$ cat src/core/mpw_defines.vh
/*
 * Constants of the memory page windowing block: register offsets, reset
 * values, window bases in the 23-bit global space and field positions.
 * Assumes inclusion by bare name from the windowing core only.
 */
`ifndef MPW_DEFINES_VH
`define MPW_DEFINES_VH

// Register word indexes on the Avalon-MM slave (byte address bits 7:2).
`define MPW_OFS_RAM_SEL 6'h00
`define MPW_OFS_EE_SEL 6'h01
`define MPW_OFS_GBL_SEL 6'h02
`define MPW_OFS_DP_BASE 6'h03
`define MPW_OFS_DBG_PAGE 6'h04
`define MPW_OFS_STATUS 6'h05

// Reset values of the software settings.
`define MPW_RST_RAM_SEL 3'h5
`define MPW_RST_EE_SEL 2'h2
`define MPW_RST_GBL_SEL 7'h00
`define MPW_RST_DP_BASE 8'h00
`define MPW_RST_DBG_PAGE 8'h00

// Debug page register: enable bit and page field.
`define MPW_DBG_EN_BIT 7
`define MPW_DBG_PAGE_MSB 6

// Fixed placement in the global space; no setting can move these.
`define MPW_RAM_BASE_HI 8'h1f
`define MPW_EE_BASE_HI 11'h13f
`define MPW_REG_PAGE 7'h00
`define MPW_FAR_PAGE 7'h7f

// Codes of the fixed blocks, also accepted by the window selects.
`define MPW_RAM_FIXED_HI 2'h3
`define MPW_EE_FIXED 2'h3

// Local map decode: upper address bits of each region.
`define MPW_LOC_REG_HI 5'h00
`define MPW_LOC_EE_WIN 6'h02
`define MPW_LOC_EE_FIX 6'h03
`define MPW_LOC_RAM_WIN 4'h1
`define MPW_LOC_RAM_FIX 3'h1

// External strobe width in clock cycles.
`define MPW_STROBE_CYCLES 2'h2

`endif

$ cat src/core/mpw_core.v
/*
 * Memory page windowing core: turns CPU and debug accesses into 23-bit
 * global addresses through RAM and EEPROM windows, a global page, a
 * movable direct page and a debug page, and runs them on a
 * non-multiplexed external bus with separate read and write strobes.
 * Assumes one clock, requesters that hold a request until acknowledged,
 * and an Avalon-MM master on the register port.
 */
`timescale 1ns/1ps
`default_nettype none
`include "mpw_defines.vh"

module mpw_core #(
    parameter ADDR_W = 23,
    parameter DATA_W = 16
) (
    input wire mclk_i,
    input wire arst_n_i,
    input wire [7:0] avs_address_i,
    input wire avs_read_i,
    input wire avs_write_i,
    input wire [31:0] avs_writedata_i,
    input wire [3:0] avs_byteenable_i,
    output reg [31:0] avs_readdata_o,
    output reg avs_waitrequest_o,
    input wire cpu_req_i,
    input wire cpu_we_i,
    input wire cpu_global_i,
    input wire cpu_direct_i,
    input wire [15:0] cpu_addr_i,
    input wire [DATA_W-1:0] cpu_wdata_i,
    output reg cpu_ack_o,
    output reg [DATA_W-1:0] cpu_rdata_o,
    input wire dbg_req_i,
    input wire dbg_we_i,
    input wire [15:0] dbg_addr_i,
    input wire [DATA_W-1:0] dbg_wdata_i,
    input wire dbg_page_wr_i,
    input wire [7:0] dbg_page_i,
    output reg dbg_ack_o,
    output reg [DATA_W-1:0] dbg_rdata_o,
    output reg [ADDR_W-1:0] ext_addr_o,
    output reg [DATA_W-1:0] ext_data_o,
    output reg ext_data_oe_o,
    input wire [DATA_W-1:0] ext_data_i,
    output reg read_strobe_o,
    output reg write_strobe_o
);

    localparam [2:0] ST_IDLE = 3'b001;
    localparam [2:0] ST_STROBE = 3'b010;
    localparam [2:0] ST_ACK = 3'b100;

    reg [2:0] ram_window_select_reg;
    reg [1:0] eeprom_window_select_reg;
    reg [6:0] global_block_select_reg;
    reg [7:0] dp_base_reg;
    reg [7:0] dbg_page_reg;
    reg [2:0] state_reg;
    reg [2:0] state_next;
    reg [1:0] strobe_cnt_reg;
    reg owner_dbg_reg;
    reg we_reg;
    reg [ADDR_W-1:0] last_addr_reg;
    reg [31:0] rd_mux;
    reg [15:0] cpu_local;
    reg [ADDR_W-1:0] cpu_gaddr;
    reg [ADDR_W-1:0] dbg_gaddr;
    wire [5:0] reg_idx;
    wire bus_req;
    wire bus_commit;

    // Local 16-bit address to global address through the windows. The
    // selects are passed in so this stays a pure function of its inputs.
    function [ADDR_W-1:0] map_local;
        input [15:0] la;
        input [2:0] ram_sel;
        input [1:0] ee_sel;
        begin
            if (la[15:11] == `MPW_LOC_REG_HI) begin
                map_local = {`MPW_REG_PAGE, la};
            end else if (la[15:10] == `MPW_LOC_EE_WIN) begin
                map_local = {`MPW_EE_BASE_HI, ee_sel, la[9:0]};
            end else if (la[15:10] == `MPW_LOC_EE_FIX) begin
                map_local = {`MPW_EE_BASE_HI, `MPW_EE_FIXED, la[9:0]};
            end else if (la[15:12] == `MPW_LOC_RAM_WIN) begin
                map_local = {`MPW_RAM_BASE_HI, ram_sel, la[11:0]};
            end else if (la[15:13] == `MPW_LOC_RAM_FIX) begin
                map_local = {`MPW_RAM_BASE_HI, `MPW_RAM_FIXED_HI, la[12:0]};
            end else begin
                map_local = {`MPW_FAR_PAGE, la};
            end
        end
    endfunction

    always @* begin
        if (cpu_direct_i) begin
            cpu_local = {dp_base_reg, cpu_addr_i[7:0]};
        end else begin
            cpu_local = cpu_addr_i;
        end
        if (cpu_global_i) begin
            cpu_gaddr = {global_block_select_reg, cpu_addr_i};
        end else begin
            cpu_gaddr = map_local(cpu_local, ram_window_select_reg,
                eeprom_window_select_reg);
        end
    end

    // Debug accesses use the debug page while its enable bit is set; user selects are only read
    // when the debug page is off, so the CPU view is what debug then sees.
    always @* begin
        if (dbg_page_reg[`MPW_DBG_EN_BIT]) begin
            dbg_gaddr = {dbg_page_reg[`MPW_DBG_PAGE_MSB:0], dbg_addr_i};
        end else begin
            dbg_gaddr = map_local(dbg_addr_i, ram_window_select_reg,
                eeprom_window_select_reg);
        end
    end

    always @* begin
        state_next = state_reg;
        case (state_reg)
            ST_IDLE: begin
                if (dbg_req_i || cpu_req_i) begin
                    state_next = ST_STROBE;
                end
            end
            ST_STROBE: begin
                if (strobe_cnt_reg == 2'h1) begin
                    state_next = ST_ACK;
                end
            end
            ST_ACK: begin
                state_next = ST_IDLE;
            end
            default: begin
                state_next = ST_IDLE;
            end
        endcase
    end

    // External bus sequencer. Debug wins over the CPU so a halted or busy
    // CPU cannot starve the debug port; the CPU simply waits one access.
    always @(posedge mclk_i or negedge arst_n_i) begin
        if (!arst_n_i) begin
            state_reg <= ST_IDLE;
            strobe_cnt_reg <= 2'h0;
            owner_dbg_reg <= 1'b0;
            we_reg <= 1'b0;
            last_addr_reg <= {ADDR_W{1'b0}};
            ext_addr_o <= {ADDR_W{1'b0}};
            ext_data_o <= {DATA_W{1'b0}};
            ext_data_oe_o <= 1'b0;
            read_strobe_o <= 1'b0;
            write_strobe_o <= 1'b0;
            cpu_ack_o <= 1'b0;
            dbg_ack_o <= 1'b0;
            cpu_rdata_o <= {DATA_W{1'b0}};
            dbg_rdata_o <= {DATA_W{1'b0}};
        end else begin
            state_reg <= state_next;
            cpu_ack_o <= 1'b0;
            dbg_ack_o <= 1'b0;
            case (state_reg)
                ST_IDLE: begin
                    if (dbg_req_i) begin
                        owner_dbg_reg <= 1'b1;
                        we_reg <= dbg_we_i;
                        ext_addr_o <= dbg_gaddr;
                        last_addr_reg <= dbg_gaddr;
                        ext_data_o <= dbg_wdata_i;
                        ext_data_oe_o <= dbg_we_i;
                        read_strobe_o <= ~dbg_we_i;
                        write_strobe_o <= dbg_we_i;
                        strobe_cnt_reg <= `MPW_STROBE_CYCLES;
                    end else if (cpu_req_i) begin
                        owner_dbg_reg <= 1'b0;
                        we_reg <= cpu_we_i;
                        ext_addr_o <= cpu_gaddr;
                        last_addr_reg <= cpu_gaddr;
                        ext_data_o <= cpu_wdata_i;
                        ext_data_oe_o <= cpu_we_i;
                        read_strobe_o <= ~cpu_we_i;
                        write_strobe_o <= cpu_we_i;
                        strobe_cnt_reg <= `MPW_STROBE_CYCLES;
                    end
                end
                ST_STROBE: begin
                    strobe_cnt_reg <= strobe_cnt_reg - 2'h1;
                    if (strobe_cnt_reg == 2'h1) begin
                        read_strobe_o <= 1'b0;
                        write_strobe_o <= 1'b0;
                        ext_data_oe_o <= 1'b0;
                        cpu_ack_o <= ~owner_dbg_reg;
                        dbg_ack_o <= owner_dbg_reg;
                        if (!we_reg && owner_dbg_reg) begin
                            dbg_rdata_o <= ext_data_i;
                        end
                        if (!we_reg && !owner_dbg_reg) begin
                            cpu_rdata_o <= ext_data_i;
                        end
                    end
                end
                ST_ACK: begin
                    strobe_cnt_reg <= 2'h0;
                end
                default: begin
                    strobe_cnt_reg <= 2'h0;
                end
            endcase
        end
    end

    // The debug page has its own write path from the debug port, so a
    // debug tool never needs to touch the user window selects.
    always @(posedge mclk_i or negedge arst_n_i) begin
        if (!arst_n_i) begin
            dbg_page_reg <= `MPW_RST_DBG_PAGE;
        end else if (dbg_page_wr_i) begin
            dbg_page_reg <= dbg_page_i;
        end
    end

    assign reg_idx = avs_address_i[7:2];
    assign bus_req = avs_read_i | avs_write_i;
    assign bus_commit = bus_req & ~avs_waitrequest_o;

    always @* begin
        rd_mux = 32'h00000000;
        case (reg_idx)
            `MPW_OFS_RAM_SEL: rd_mux[2:0] = ram_window_select_reg;
            `MPW_OFS_EE_SEL: rd_mux[1:0] = eeprom_window_select_reg;
            `MPW_OFS_GBL_SEL: rd_mux[6:0] = global_block_select_reg;
            `MPW_OFS_DP_BASE: rd_mux[7:0] = dp_base_reg;
            `MPW_OFS_DBG_PAGE: rd_mux[7:0] = dbg_page_reg;
            `MPW_OFS_STATUS: begin
                rd_mux[ADDR_W-1:0] = last_addr_reg;
                rd_mux[24] = ~state_reg[0];
                rd_mux[25] = owner_dbg_reg;
            end
            default: rd_mux = 32'h00000000;
        endcase
    end

    // Every access answers after one wait cycle: waitrequest drops on the
    // edge after the request appears and the write lands on the next edge.
    always @(posedge mclk_i or negedge arst_n_i) begin
        if (!arst_n_i) begin
            avs_waitrequest_o <= 1'b1;
            avs_readdata_o <= 32'h00000000;
            ram_window_select_reg <= `MPW_RST_RAM_SEL;
            eeprom_window_select_reg <= `MPW_RST_EE_SEL;
            global_block_select_reg <= `MPW_RST_GBL_SEL;
            dp_base_reg <= `MPW_RST_DP_BASE;
        end else begin
            if (bus_commit) begin
                avs_waitrequest_o <= 1'b1;
            end else if (bus_req) begin
                avs_waitrequest_o <= 1'b0;
                avs_readdata_o <= rd_mux;
            end
            if (bus_commit && avs_write_i && avs_byteenable_i[0]) begin
                case (reg_idx)
                    `MPW_OFS_RAM_SEL: begin
                        ram_window_select_reg <= avs_writedata_i[2:0];
                    end
                    `MPW_OFS_EE_SEL: begin
                        eeprom_window_select_reg <= avs_writedata_i[1:0];
                    end
                    `MPW_OFS_GBL_SEL: begin
                        global_block_select_reg <= avs_writedata_i[6:0];
                    end
                    `MPW_OFS_DP_BASE: begin
                        dp_base_reg <= avs_writedata_i[7:0];
                    end
                    default: begin
                        dp_base_reg <= dp_base_reg;
                    end
                endcase
            end
        end
    end

endmodule

`default_nettype wire

$ cat config.mk
export PLATFORM = sky130hd
export DESIGN_NAME = mpw_core
export DESIGN_NICKNAME = d
export VERILOG_FILES = /design/src/core/mpw_core.v
export VERILOG_INCLUDE_DIRS = /design/src /design/src/core
export SDC_FILE = /design/constraint.sdc
export NUM_CORES = 1
export LEC_CHECK = 0
export BUFFER_PORTS_ARGS = -buffer_cell sky130_fd_sc_hd__buf_2
export CORE_MARGIN = 2
export CORE_UTILIZATION = 44
export CTS_CLUSTER_SIZE = 10
export DETAILED_ROUTE_END_ITERATION = 16
export GPL_TIMING_DRIVEN = 0
export PLACE_DENSITY_LB_ADDON = 0.25
export SLEW_MARGIN = 0
export SYNTH_ARGS = -nofsm -noshare
export SYNTH_HDL_FRONTEND = slang
export SYNTH_SLANG_ARGS = --single-unit
$ cat constraint.sdc
create_clock -name mclk_i -period 1.91 [get_ports mclk_i]
set_input_delay 0.191 -clock mclk_i [delete_from_list [all_inputs] [get_ports mclk_i]]
set_output_delay 0.191 -clock mclk_i [all_outputs]
set_load 0.03 [all_outputs]
* Word-level counts from Yosys, hierarchy flattened
Index checks and enable logic that the tools add are counted.
** Word-level totals
- Input bits :: 143
- Output and inout port bits :: 109
- Logic and storage cells :: 114
- Register bits after elaboration :: 136
** Operators by class
- Reductions and logical operators :: 23
- Multiplexer cells :: 44
- Bitwise operators :: 8
- Add/sub/neg operators :: 1
- Eq/ne operators :: 19
** Operators by type and width (number)
- $mux 23 :: 14
- $mux 16 :: 3
- $eq 6x2->1 const B :: 6
- $pmux 4 s4 :: 1
- $mux 15 :: 1
- $reduce_and 2->1 :: 7
- $mux 1 :: 13
- $eq 6x3->1 const B :: 2
- $pmux 2 s6 :: 1
- $logic_not 5->1 :: 2
- $eq 3x1->1 const B :: 3
- $reduce_and 3->1 :: 3
- $eq 4x1->1 const B :: 2
- $eq 6x1->1 const B :: 1
- $logic_not 6->1 :: 1
- $mux 2 :: 3
- $mux 3 :: 2
- $not 1->1 :: 6
- $pmux 3 s2 :: 1
- $reduce_bool 2->1 :: 3
- $pmux 1 s5 :: 1
- $logic_and 1x1->1 :: 4
- $ne 2x2->1 const B :: 2
- $pmux 1 s2 :: 2
- other kinds (10) :: 11

* Longest topological paths before layout
Gate-level depths: netlist (run 1).
- Depth in word-level cells :: 10
- Depth in mapped cells :: 9
- Depth with buffers taken out :: 7

* Worst setup path before layout (run 1)
Ideal clock, no wire load.
- Kind :: reg-to-reg
- Start point :: register state_reg[2]
- End point :: register cpu_rdata_o[0]
- Cell stages (with the launch flop) :: 7
- Period minus slack after synthesis :: 1.798 ns
- Buffers on the path :: 2
- Setup time :: 0.125 ns
- Required time :: 1.785 ns
- Path slack :: 0.112 ns
- Arrival time :: 1.673 ns
- Cells stage by stage :: dfrtp_1 -> clkbuf_2 -> nor3b_2 -> nand2_2 -> nor3_4 -> buf_2 -> mux2_2
** Between the ends
- Word-level cells in the longest chain between the ends :: 2
** Ends and longest elaborated chain
- from (decl) :: RTL line mpw_core.v:59 : reg [2:0] state_reg;
- from (signal assigned) :: RTL line mpw_core.v:162 : state_reg <= state_next;
- $eq 3x2->1 :: RTL line mpw_core.v:165 : case (state_reg)
- $reduce_and 3->1 (no line)
- to (signal assigned) :: RTL line mpw_core.v:159 : cpu_rdata_o <= {DATA_W{1'b0}};
- to (signal assigned) :: RTL line mpw_core.v:201 : cpu_rdata_o <= ext_data_i;
- to (decl) :: RTL line mpw_core.v:33 : output reg [DATA_W-1:0] cpu_rdata_o,
Every way passes these cells.
A chain may end at the register's enable or synchronous reset.

* Worst setup path after layout (run 1)
- Start point :: register strobe_cnt_reg[0]
- End point :: register dbg_rdata_o[10]
** Between the ends
- Word-level cells in the longest chain between the ends :: 2
** Ends and longest elaborated chain
- from (decl) :: RTL line mpw_core.v:61 : reg [1:0] strobe_cnt_reg;
- from (signal assigned) :: RTL line mpw_core.v:176 : strobe_cnt_reg <= `MPW_STROBE_CYCLES;
- from (signal assigned) :: RTL line mpw_core.v:186 : strobe_cnt_reg <= `MPW_STROBE_CYCLES;
- from (signal assigned) :: RTL line mpw_core.v:190 : strobe_cnt_reg <= strobe_cnt_reg - 2'h1;
- $eq 2x1->1 :: RTL line mpw_core.v:191 : if (strobe_cnt_reg == 2'h1) begin
- $reduce_and 3->1 (no line)
- to (signal assigned) :: RTL line mpw_core.v:160 : dbg_rdata_o <= {DATA_W{1'b0}};
- to (signal assigned) :: RTL line mpw_core.v:198 : dbg_rdata_o <= ext_data_i;
- to (decl) :: RTL line mpw_core.v:41 : output reg [DATA_W-1:0] dbg_rdata_o,
Every way passes these cells.

==> results.sh, run 1 <==
export IMPL_clock_latency_ps=430
export IMPL_setup_viol=0
export IMPL_cts_root_buf="clkbuf_16"
export IMPL_crit_path_start="strobe_cnt_reg[0]"
export IMPL_ys_flop_type="dfrtp_1"
export IMPL_slew_headroom_pct=44.8
export IMPL_timing_rr_end="dbg_rdata_o[10]"
export IMPL_drive_gt1_share_pct=44.9
export IMPL_yosysWarningCount=0
export IMPL_grt_max_degree=89
export IMPL_crit_slowest_cell="dfrtp_1"
export IMPL_critical_path_max_stage_delay_ps=400
export IMPL_core_um2=14500
export IMPL_drtAntennaViolNets=0
export IMPL_synth_seq_cells=136
export IMPL_clk_pin_slew_ps=60
export IMPL_grt_pass1_wl_mm=30.2
export IMPL_finalSetupTns_ps=0
export IMPL_initial_utilization_pct=45.0
export IMPL_r2r_start="strobe_cnt_reg[0]"
export IMPL_arrival_ps=2140
export IMPL_timing_fmax_mhz=544
export IMPL_min_from="dbg_page_i[7]"
export IMPL_hold_path_end="dbg_page_reg[7]"
export IMPL_cts_tree="built"
export IMPL_wirelength_mm=18.9
export IMPL_cts_sinks=136
export IMPL_grtUsageTotal_pct=24.3
export IMPL_antenna_found_initial=1
export IMPL_worst_pin_slew_ps=828
export IMPL_grt_overflow_total=0
export IMPL_syn_instance_count=562
export IMPL_ff2ff_setup_slack_ps=70
export IMPL_final_min_clock_period_ps=1840
export IMPL_powerDensity_nw_per_um2=1460
export IMPL_wl_per_cell_um=18.6
export IMPL_layout_cells_non_filler=1012
export IMPL_pin_count=252
export IMPL_gp_congestion=0.896
export IMPL_r2r_cells=8
export IMPL_portBuffers=211
export IMPL_dieArea_um2=15800
export IMPL_first_iter_violations=329
export IMPL_top_layer="met4"
export IMPL_final_area_um2=8700
export IMPL_grt_setup_unrepaired="no"
export IMPL_fin_ws_ps=71.0
export IMPL_synthesis_area_um2=6510
export IMPL_post_dp_hpwl_mm=14.1
export IMPL_cp_data_required_time_ps=2210
export IMPL_p_leak_nw=4.33
export IMPL_dp_cells=964
export IMPL_wl_met2_mm=9.22
export IMPL_area_growth_pct=33.6
export IMPL_cts_max_level=4
export IMPL_synth_top_cell_area_share_pct=50.4
export IMPL_largest_reg_flops=25
export IMPL_synth_distinct_cells=67
export IMPL_tritoncts_num_buffers=17
export IMPL_grt_pass1_vias=5708
export IMPL_avgSynthCellArea_um2=11.6
export IMPL_num_vias=5545
export IMPL_ir_drop_v=0.000716
export IMPL_synth_edf_count=0
export IMPL_maxCapViolCount=0
export IMPL_fin_crit_sh_pct=96.3
export IMPL_place_area_um2=7850
export IMPL_status="completed"
export IMPL_dp_slack_ps=-283
export IMPL_crit_fanout=10
export IMPL_path_class="register to register"
export IMPL_clock_skew_ps=22.3
export IMPL_synthArstFlopShare_pct=100
export IMPL_worst_hold_path_type="primary input to register"
export IMPL_first_pass_iters=4
export IMPL_drc=0
export IMPL_clock_path_buffers=2
export IMPL_final_nets=958
export IMPL_dieWidth_um=126
export IMPL_synth_area_leaders="dfrtp_1 (50%), mux2_2 (11%), mux2i_1 (5.4%), o21ai_0 (3.2%), a22o_1 (2.4%)"
export IMPL_path_cells="ha_1, nand2_2, inv_2, and2_1, nand2b_1, buf_6, buf_6, mux2_4"
export IMPL_wl_met3_mm=1.47
export IMPL_min_delay_path_depth=2
export IMPL_wl_met1_mm=7.89
export IMPL_slew_violations=0
export IMPL_die_h_um=126
export IMPL_row_count=44
export IMPL_end_kind="register"
export IMPL_synth_seq_area_share_pct=52.4
export IMPL_yosysTopAreaCell="dfrtp_1"
export IMPL_power_mw=12.7
export IMPL_via_per_inst=5.48
export IMPL_critPathMostFrequentCell="buf_6"
export IMPL_hold_viol=0
export IMPL_cp_start_kind="register"
==> layer usage <==
| metal | vias up | global-route usage [%] |
|---|---|---|
| li1 | 2575 | - |
| met1 | 2715 | 30.5 |
| met2 | 238 | 40.8 |
| met3 | 17 | 6.50 |
| met4 | 0 | 8.30 |
| met5 | - | 0 |
==> report_power, final <==
| group | switching, mW | leakage (nW) | internal (mW) | total [mW] |
|---|---|---|---|---|
| logic | 3.10 | 2.32 | 1.70 | 4.80 |
| registers | 0.644 | 1.71 | 3.79 | 4.44 |
| clock network | 1.24 | 0.298 | 2.25 | 3.49 |
| total | 4.99 | 4.33 | 7.74 | 12.7 |
==> synthesized netlist by cell type (all sizes together) (3+ instances only) <==
cell type / n
a21oi: 10
nand3b: 6
buf: 22
o221ai: 6
or3: 3
mux2i: 35
and3: 8
nor4: 3
nand2b: 9
inv: 7
mux2: 72
nor2: 23
o22ai: 4
a31oi: 8
nand2: 42
and2: 3
a211oi: 7
nor3b: 5
o21ai: 43
dfrtp: 131
o211ai: 4
o21a: 7
a22o: 18
nand3: 6
nor2b: 7
clkbuf: 17
nor3: 15
dfstp: 5
==> timing repair <==
| item | in CTS | in global routing |
|---|---|---|
| endpoints found under the setup margin | 42 | 45 |
| pin swaps | 3 | 1 |
| hold buffers | 6 | 0 |
| buffers inserted | 8 | 2 |
| hold endpoints to repair | 49 | 0 |
| resized for setup | 10 | 13 |
==> per-stage QoR <==
stage                     util [%]  hold slack, ps
after CTS                     59.7           0.610
after global placement        54.0             425
after detailed placement      54.2             158
after floorplan                  -            -105
final                         60.1            6.58
after global routing          60.1            7.45
==> placed cells by master (no fill, tap or decap), types with 4 or more instances in the layout <==
cell and n:
dfrtp_1 129, buf_4 19, conb_1 7, o21a_1 7, o221ai_1 6, o21ai_0 41, inv_1 6, a21oi_1 10
buf_6 5, a31oi_1 8, nand3b_1 6, o211ai_1 4, nand2b_1 9, clkbuf_1 15, bufinv_16 4, dfstp_2 5
nor2b_1 7, nand2_1 41, clkbuf_16 17, o22ai_1 4, mux2i_1 35, dlygate4sd3_1 6, clkinvlp_4 4, nor3_1 12
and3_1 8, buf_2 217, mux2_4 10, a211oi_1 7, mux2_2 62, nor2_1 22, nand3_1 6, a22o_1 18
==> area by class of cell <==
class / count / area [um2]
fillers: 1227 / 5780
flip-flops and latches: 136 / 3410
multi-input cells: 384 / 2940
repair buffers: 228 / 1220
clock buffers: 20 / 457
well taps: 184 / 230
plain buffers: 38 / 220
clock inverters: 12 / 174
inverters: 9 / 33.8
diodes: 1 / 2.50
==> worst max-delay path by stage <==
stage | endpoint | slack, ps | cells after the start
CTS | last_addr_reg[15] | 10 | 5
detailed placement | last_addr_reg[15] | -280 | 5
floorplan | cpu_rdata_o[0] | 110 | 6
finish | dbg_rdata_o[10] | 70 | 8
global route | cpu_rdata_o[6] | 4 | 6
global placement | ext_data_o[8] | -1160 | 1
==> worst max-delay path: cells and delay by family, from the launching register on <==
| family | cells | cell delay (ps) |
|---|---|---|
| multiplexers | 1 | 310 |
| adder cells (fa/ha/maj) | 1 | 260 |
| buffers and inverters | 3 | 370 |
| flip-flops | 1 | 400 |
| AND/OR/NAND/NOR | 3 | 360 |
==> cells by family (layout without fill, tap and decap cells) <==
group / after synthesis / in the layout / share of synthesized area, %
multiplexers: 107 / 107 / 18.4
AND/OR/NAND/NOR: 138 / 138 / 11.6
other: 1 / 8 / 0.0576
AO/OA/AOI/OAI: 131 / 131 / 13.7
adder cells (fa/ha/maj): 1 / 1 / 0.192
flip-flops: 136 / 136 / 52.4
buffers and inverters: 48 / 307 / 3.71
(Power assumes the default switching activity.)
==> run 2: changes to the inputs <==
Settings changed: CELL_PAD_IN_SITES_DETAIL_PLACEMENT set to 2, CELL_PAD_IN_SITES_GLOBAL_PLACEMENT set to 2, CORE_UTILIZATION 44 to 27, HOLD_SLACK_MARGIN set to 0.12.
==> run 2 against run 1 <==
  * Clock power up 1%
  * Combinational power up 8.3%
  * Wire length rose by 44%
  * Worst hold slack improved by 120 ps
  * Flip-flop and latch count did not move
  * Die area rose by 61%
  * Sequential share of layout area is 3.8 points lower
  * Utilization fell by 19 points
==> results.sh, run 2 (synthesis gave the netlist of run 1 again) <==
export IMPL_status="completed"
export IMPL_die_h_um=159
export IMPL_largest_reg_flops=25
export IMPL_grt_max_degree=73
export IMPL_cts_max_level=4
export IMPL_wirelength_mm=27.1
export IMPL_hold_path_end="ext_data_o[5]"
export IMPL_first_pass_iters=4
export IMPL_worst_hold_path_type="primary input to register"
export IMPL_min_delay_path_depth=3
export IMPL_r2r_cells=5
export IMPL_end_kind="register"
export IMPL_first_iter_violations=238
export IMPL_hold_viol=0
export IMPL_fin_ws_ps=57.7
export IMPL_timing_fmax_mhz=540
export IMPL_drive_gt1_share_pct=41.7
export IMPL_row_count=56
export IMPL_r2r_start="state_reg[0]"
export IMPL_drc=0
export IMPL_area_growth_pct=47.9
export IMPL_slew_violations=0
export IMPL_clock_latency_ps=430
export IMPL_grtUsageTotal_pct=21.3
export IMPL_final_common_cell="buf_2"
export IMPL_clock_path_buffers=2
export IMPL_timing_rr_end="write_strobe_o"
export IMPL_dp_slack_ps=-365
export IMPL_clock_skew_ps=10.5
export IMPL_cts_sinks=136
export IMPL_grt_pass1_vias=6818
export IMPL_post_dp_hpwl_mm=18.9
export IMPL_cts_root_buf="clkbuf_16"
export IMPL_min_from="cpu_wdata_i[5]"
export IMPL_grt_pass1_wl_mm=41.8
export IMPL_fin_crit_sh_pct=97.0
export IMPL_worst_pin_slew_ps=777
export IMPL_grt_overflow_total=0
export IMPL_initial_utilization_pct=27.7
export IMPL_cp_data_required_time_ps=2210
export IMPL_ff2ff_setup_slack_ps=60
export IMPL_pin_count=252
export IMPL_final_nets=1033
export IMPL_via_per_inst=4.92
export IMPL_final_util_pct=40.9
export IMPL_gp_congestion=0.898
export IMPL_p_leak_nw=4.66
export IMPL_antenna_found_initial=2
export IMPL_dieArea_um2=25400
export IMPL_path_class="register to register"
export IMPL_portBuffers=211
export IMPL_setup_viol=0
export IMPL_tritoncts_num_buffers=17
export IMPL_clk_pin_slew_ps=70
export IMPL_crit_fanout=10
export IMPL_final_cell_mix="buf_2 (218), dfrtp_1 (129), dlygate4sd3_1 (80)"
export IMPL_core_um2=23500
export IMPL_cp_start_kind="register"
export IMPL_final_min_clock_period_ps=1850
export IMPL_num_fill_cells=2529
export IMPL_cts_tree="built"
export IMPL_powerDensity_nw_per_um2=1380
export IMPL_dieWidth_um=159
export IMPL_num_vias=6014
export IMPL_arrival_ps=2150
export IMPL_maxCapViolCount=0
export IMPL_ir_drop_v=0.000665
export IMPL_slew_headroom_pct=47.8
export IMPL_wl_per_cell_um=22.1
export IMPL_drtAntennaViolNets=0
## run 2: changes by cell type in the layout (fill, tap and decap cells not counted), sizes merged
cell / delta
dlygate4sd3: +74
inv: +7
clkbuf: -4
clkinvlp: -3
buf: +2
bufinv: -2
clkinv: +1
diode: +1
## run 2: metrics by stage
step                      std cells  area (um2)  setup TNS [ps]  power, mW  hold slack (ps)
after floorplan                 568        6530               0       7.45             -105
after global routing           1223        9630           -67.3       14.0              125
after detailed placement       1099        8020          -12730       9.38              274
final                          1223        9630               0       13.3              122
after global placement         1098        7990         -176390       9.15              424
after CTS                      1213        9540           -13.2       13.2              122
## run 2: critical path: stages (launching register included)
cell	delay [ps]
dfstp_2	590
or3b_2	520
nor2_4	140
buf_6	160
mux2i_1	210
o22ai_1	100
## run 2: area by class of cell
type / instances / area (um2) / area share, %
inverter: 9 / 33.8 / 0.351
buffer: 37 / 210 / 2.18
clock buffer: 17 / 425 / 4.42
multi-input combinational: 384 / 2960 / 30.7
tap: 319 / 399 / 4.14
antenna: 2 / 5.00 / 0.0520
sequential: 136 / 3410 / 35.4
timing repair buffer: 304 / 1980 / 20.6
clock inverter: 15 / 208 / 2.16
## run 2: worst max path at each step
stage	slack (ps)	endpoint	startpoint
after global routing	-20	dbg_rdata_o[2]	strobe_cnt_reg[0]
after floorplan	110	cpu_rdata_o[0]	state_reg[2]
after CTS	-7	last_addr_reg[16]	state_reg[0]
final	60	write_strobe_o	state_reg[0]
after detailed placement	-370	last_addr_reg[17]	dp_base_reg[6]
after global placement	-1290	dbg_rdata_o[9]	arst_n_i
## run 2: timing repair
action                                 CTS  global route
setup buffers                            3             9
hold buffers                            80             0
setup endpoints to repair               69            49
endpoints found under the hold margin  154             0
gates resized for setup                 19             9
pin swaps                                1             2
## run 2: layer usage
| metal | part of all wire [%] | global-route usage, % |
|---|---|---|
| met5 | 0 | 0 |
| met1 | 41 | 25.2 |
| met3 | 4.8 | 4.35 |
| met2 | 52 | 38.8 |
| met4 | 2.3 | 6.78 |
## run 2: power breakdown
group	internal, mW	switching (mW)
clock	2.01	1.52
combinational	1.82	3.38
sequential	3.79	0.769
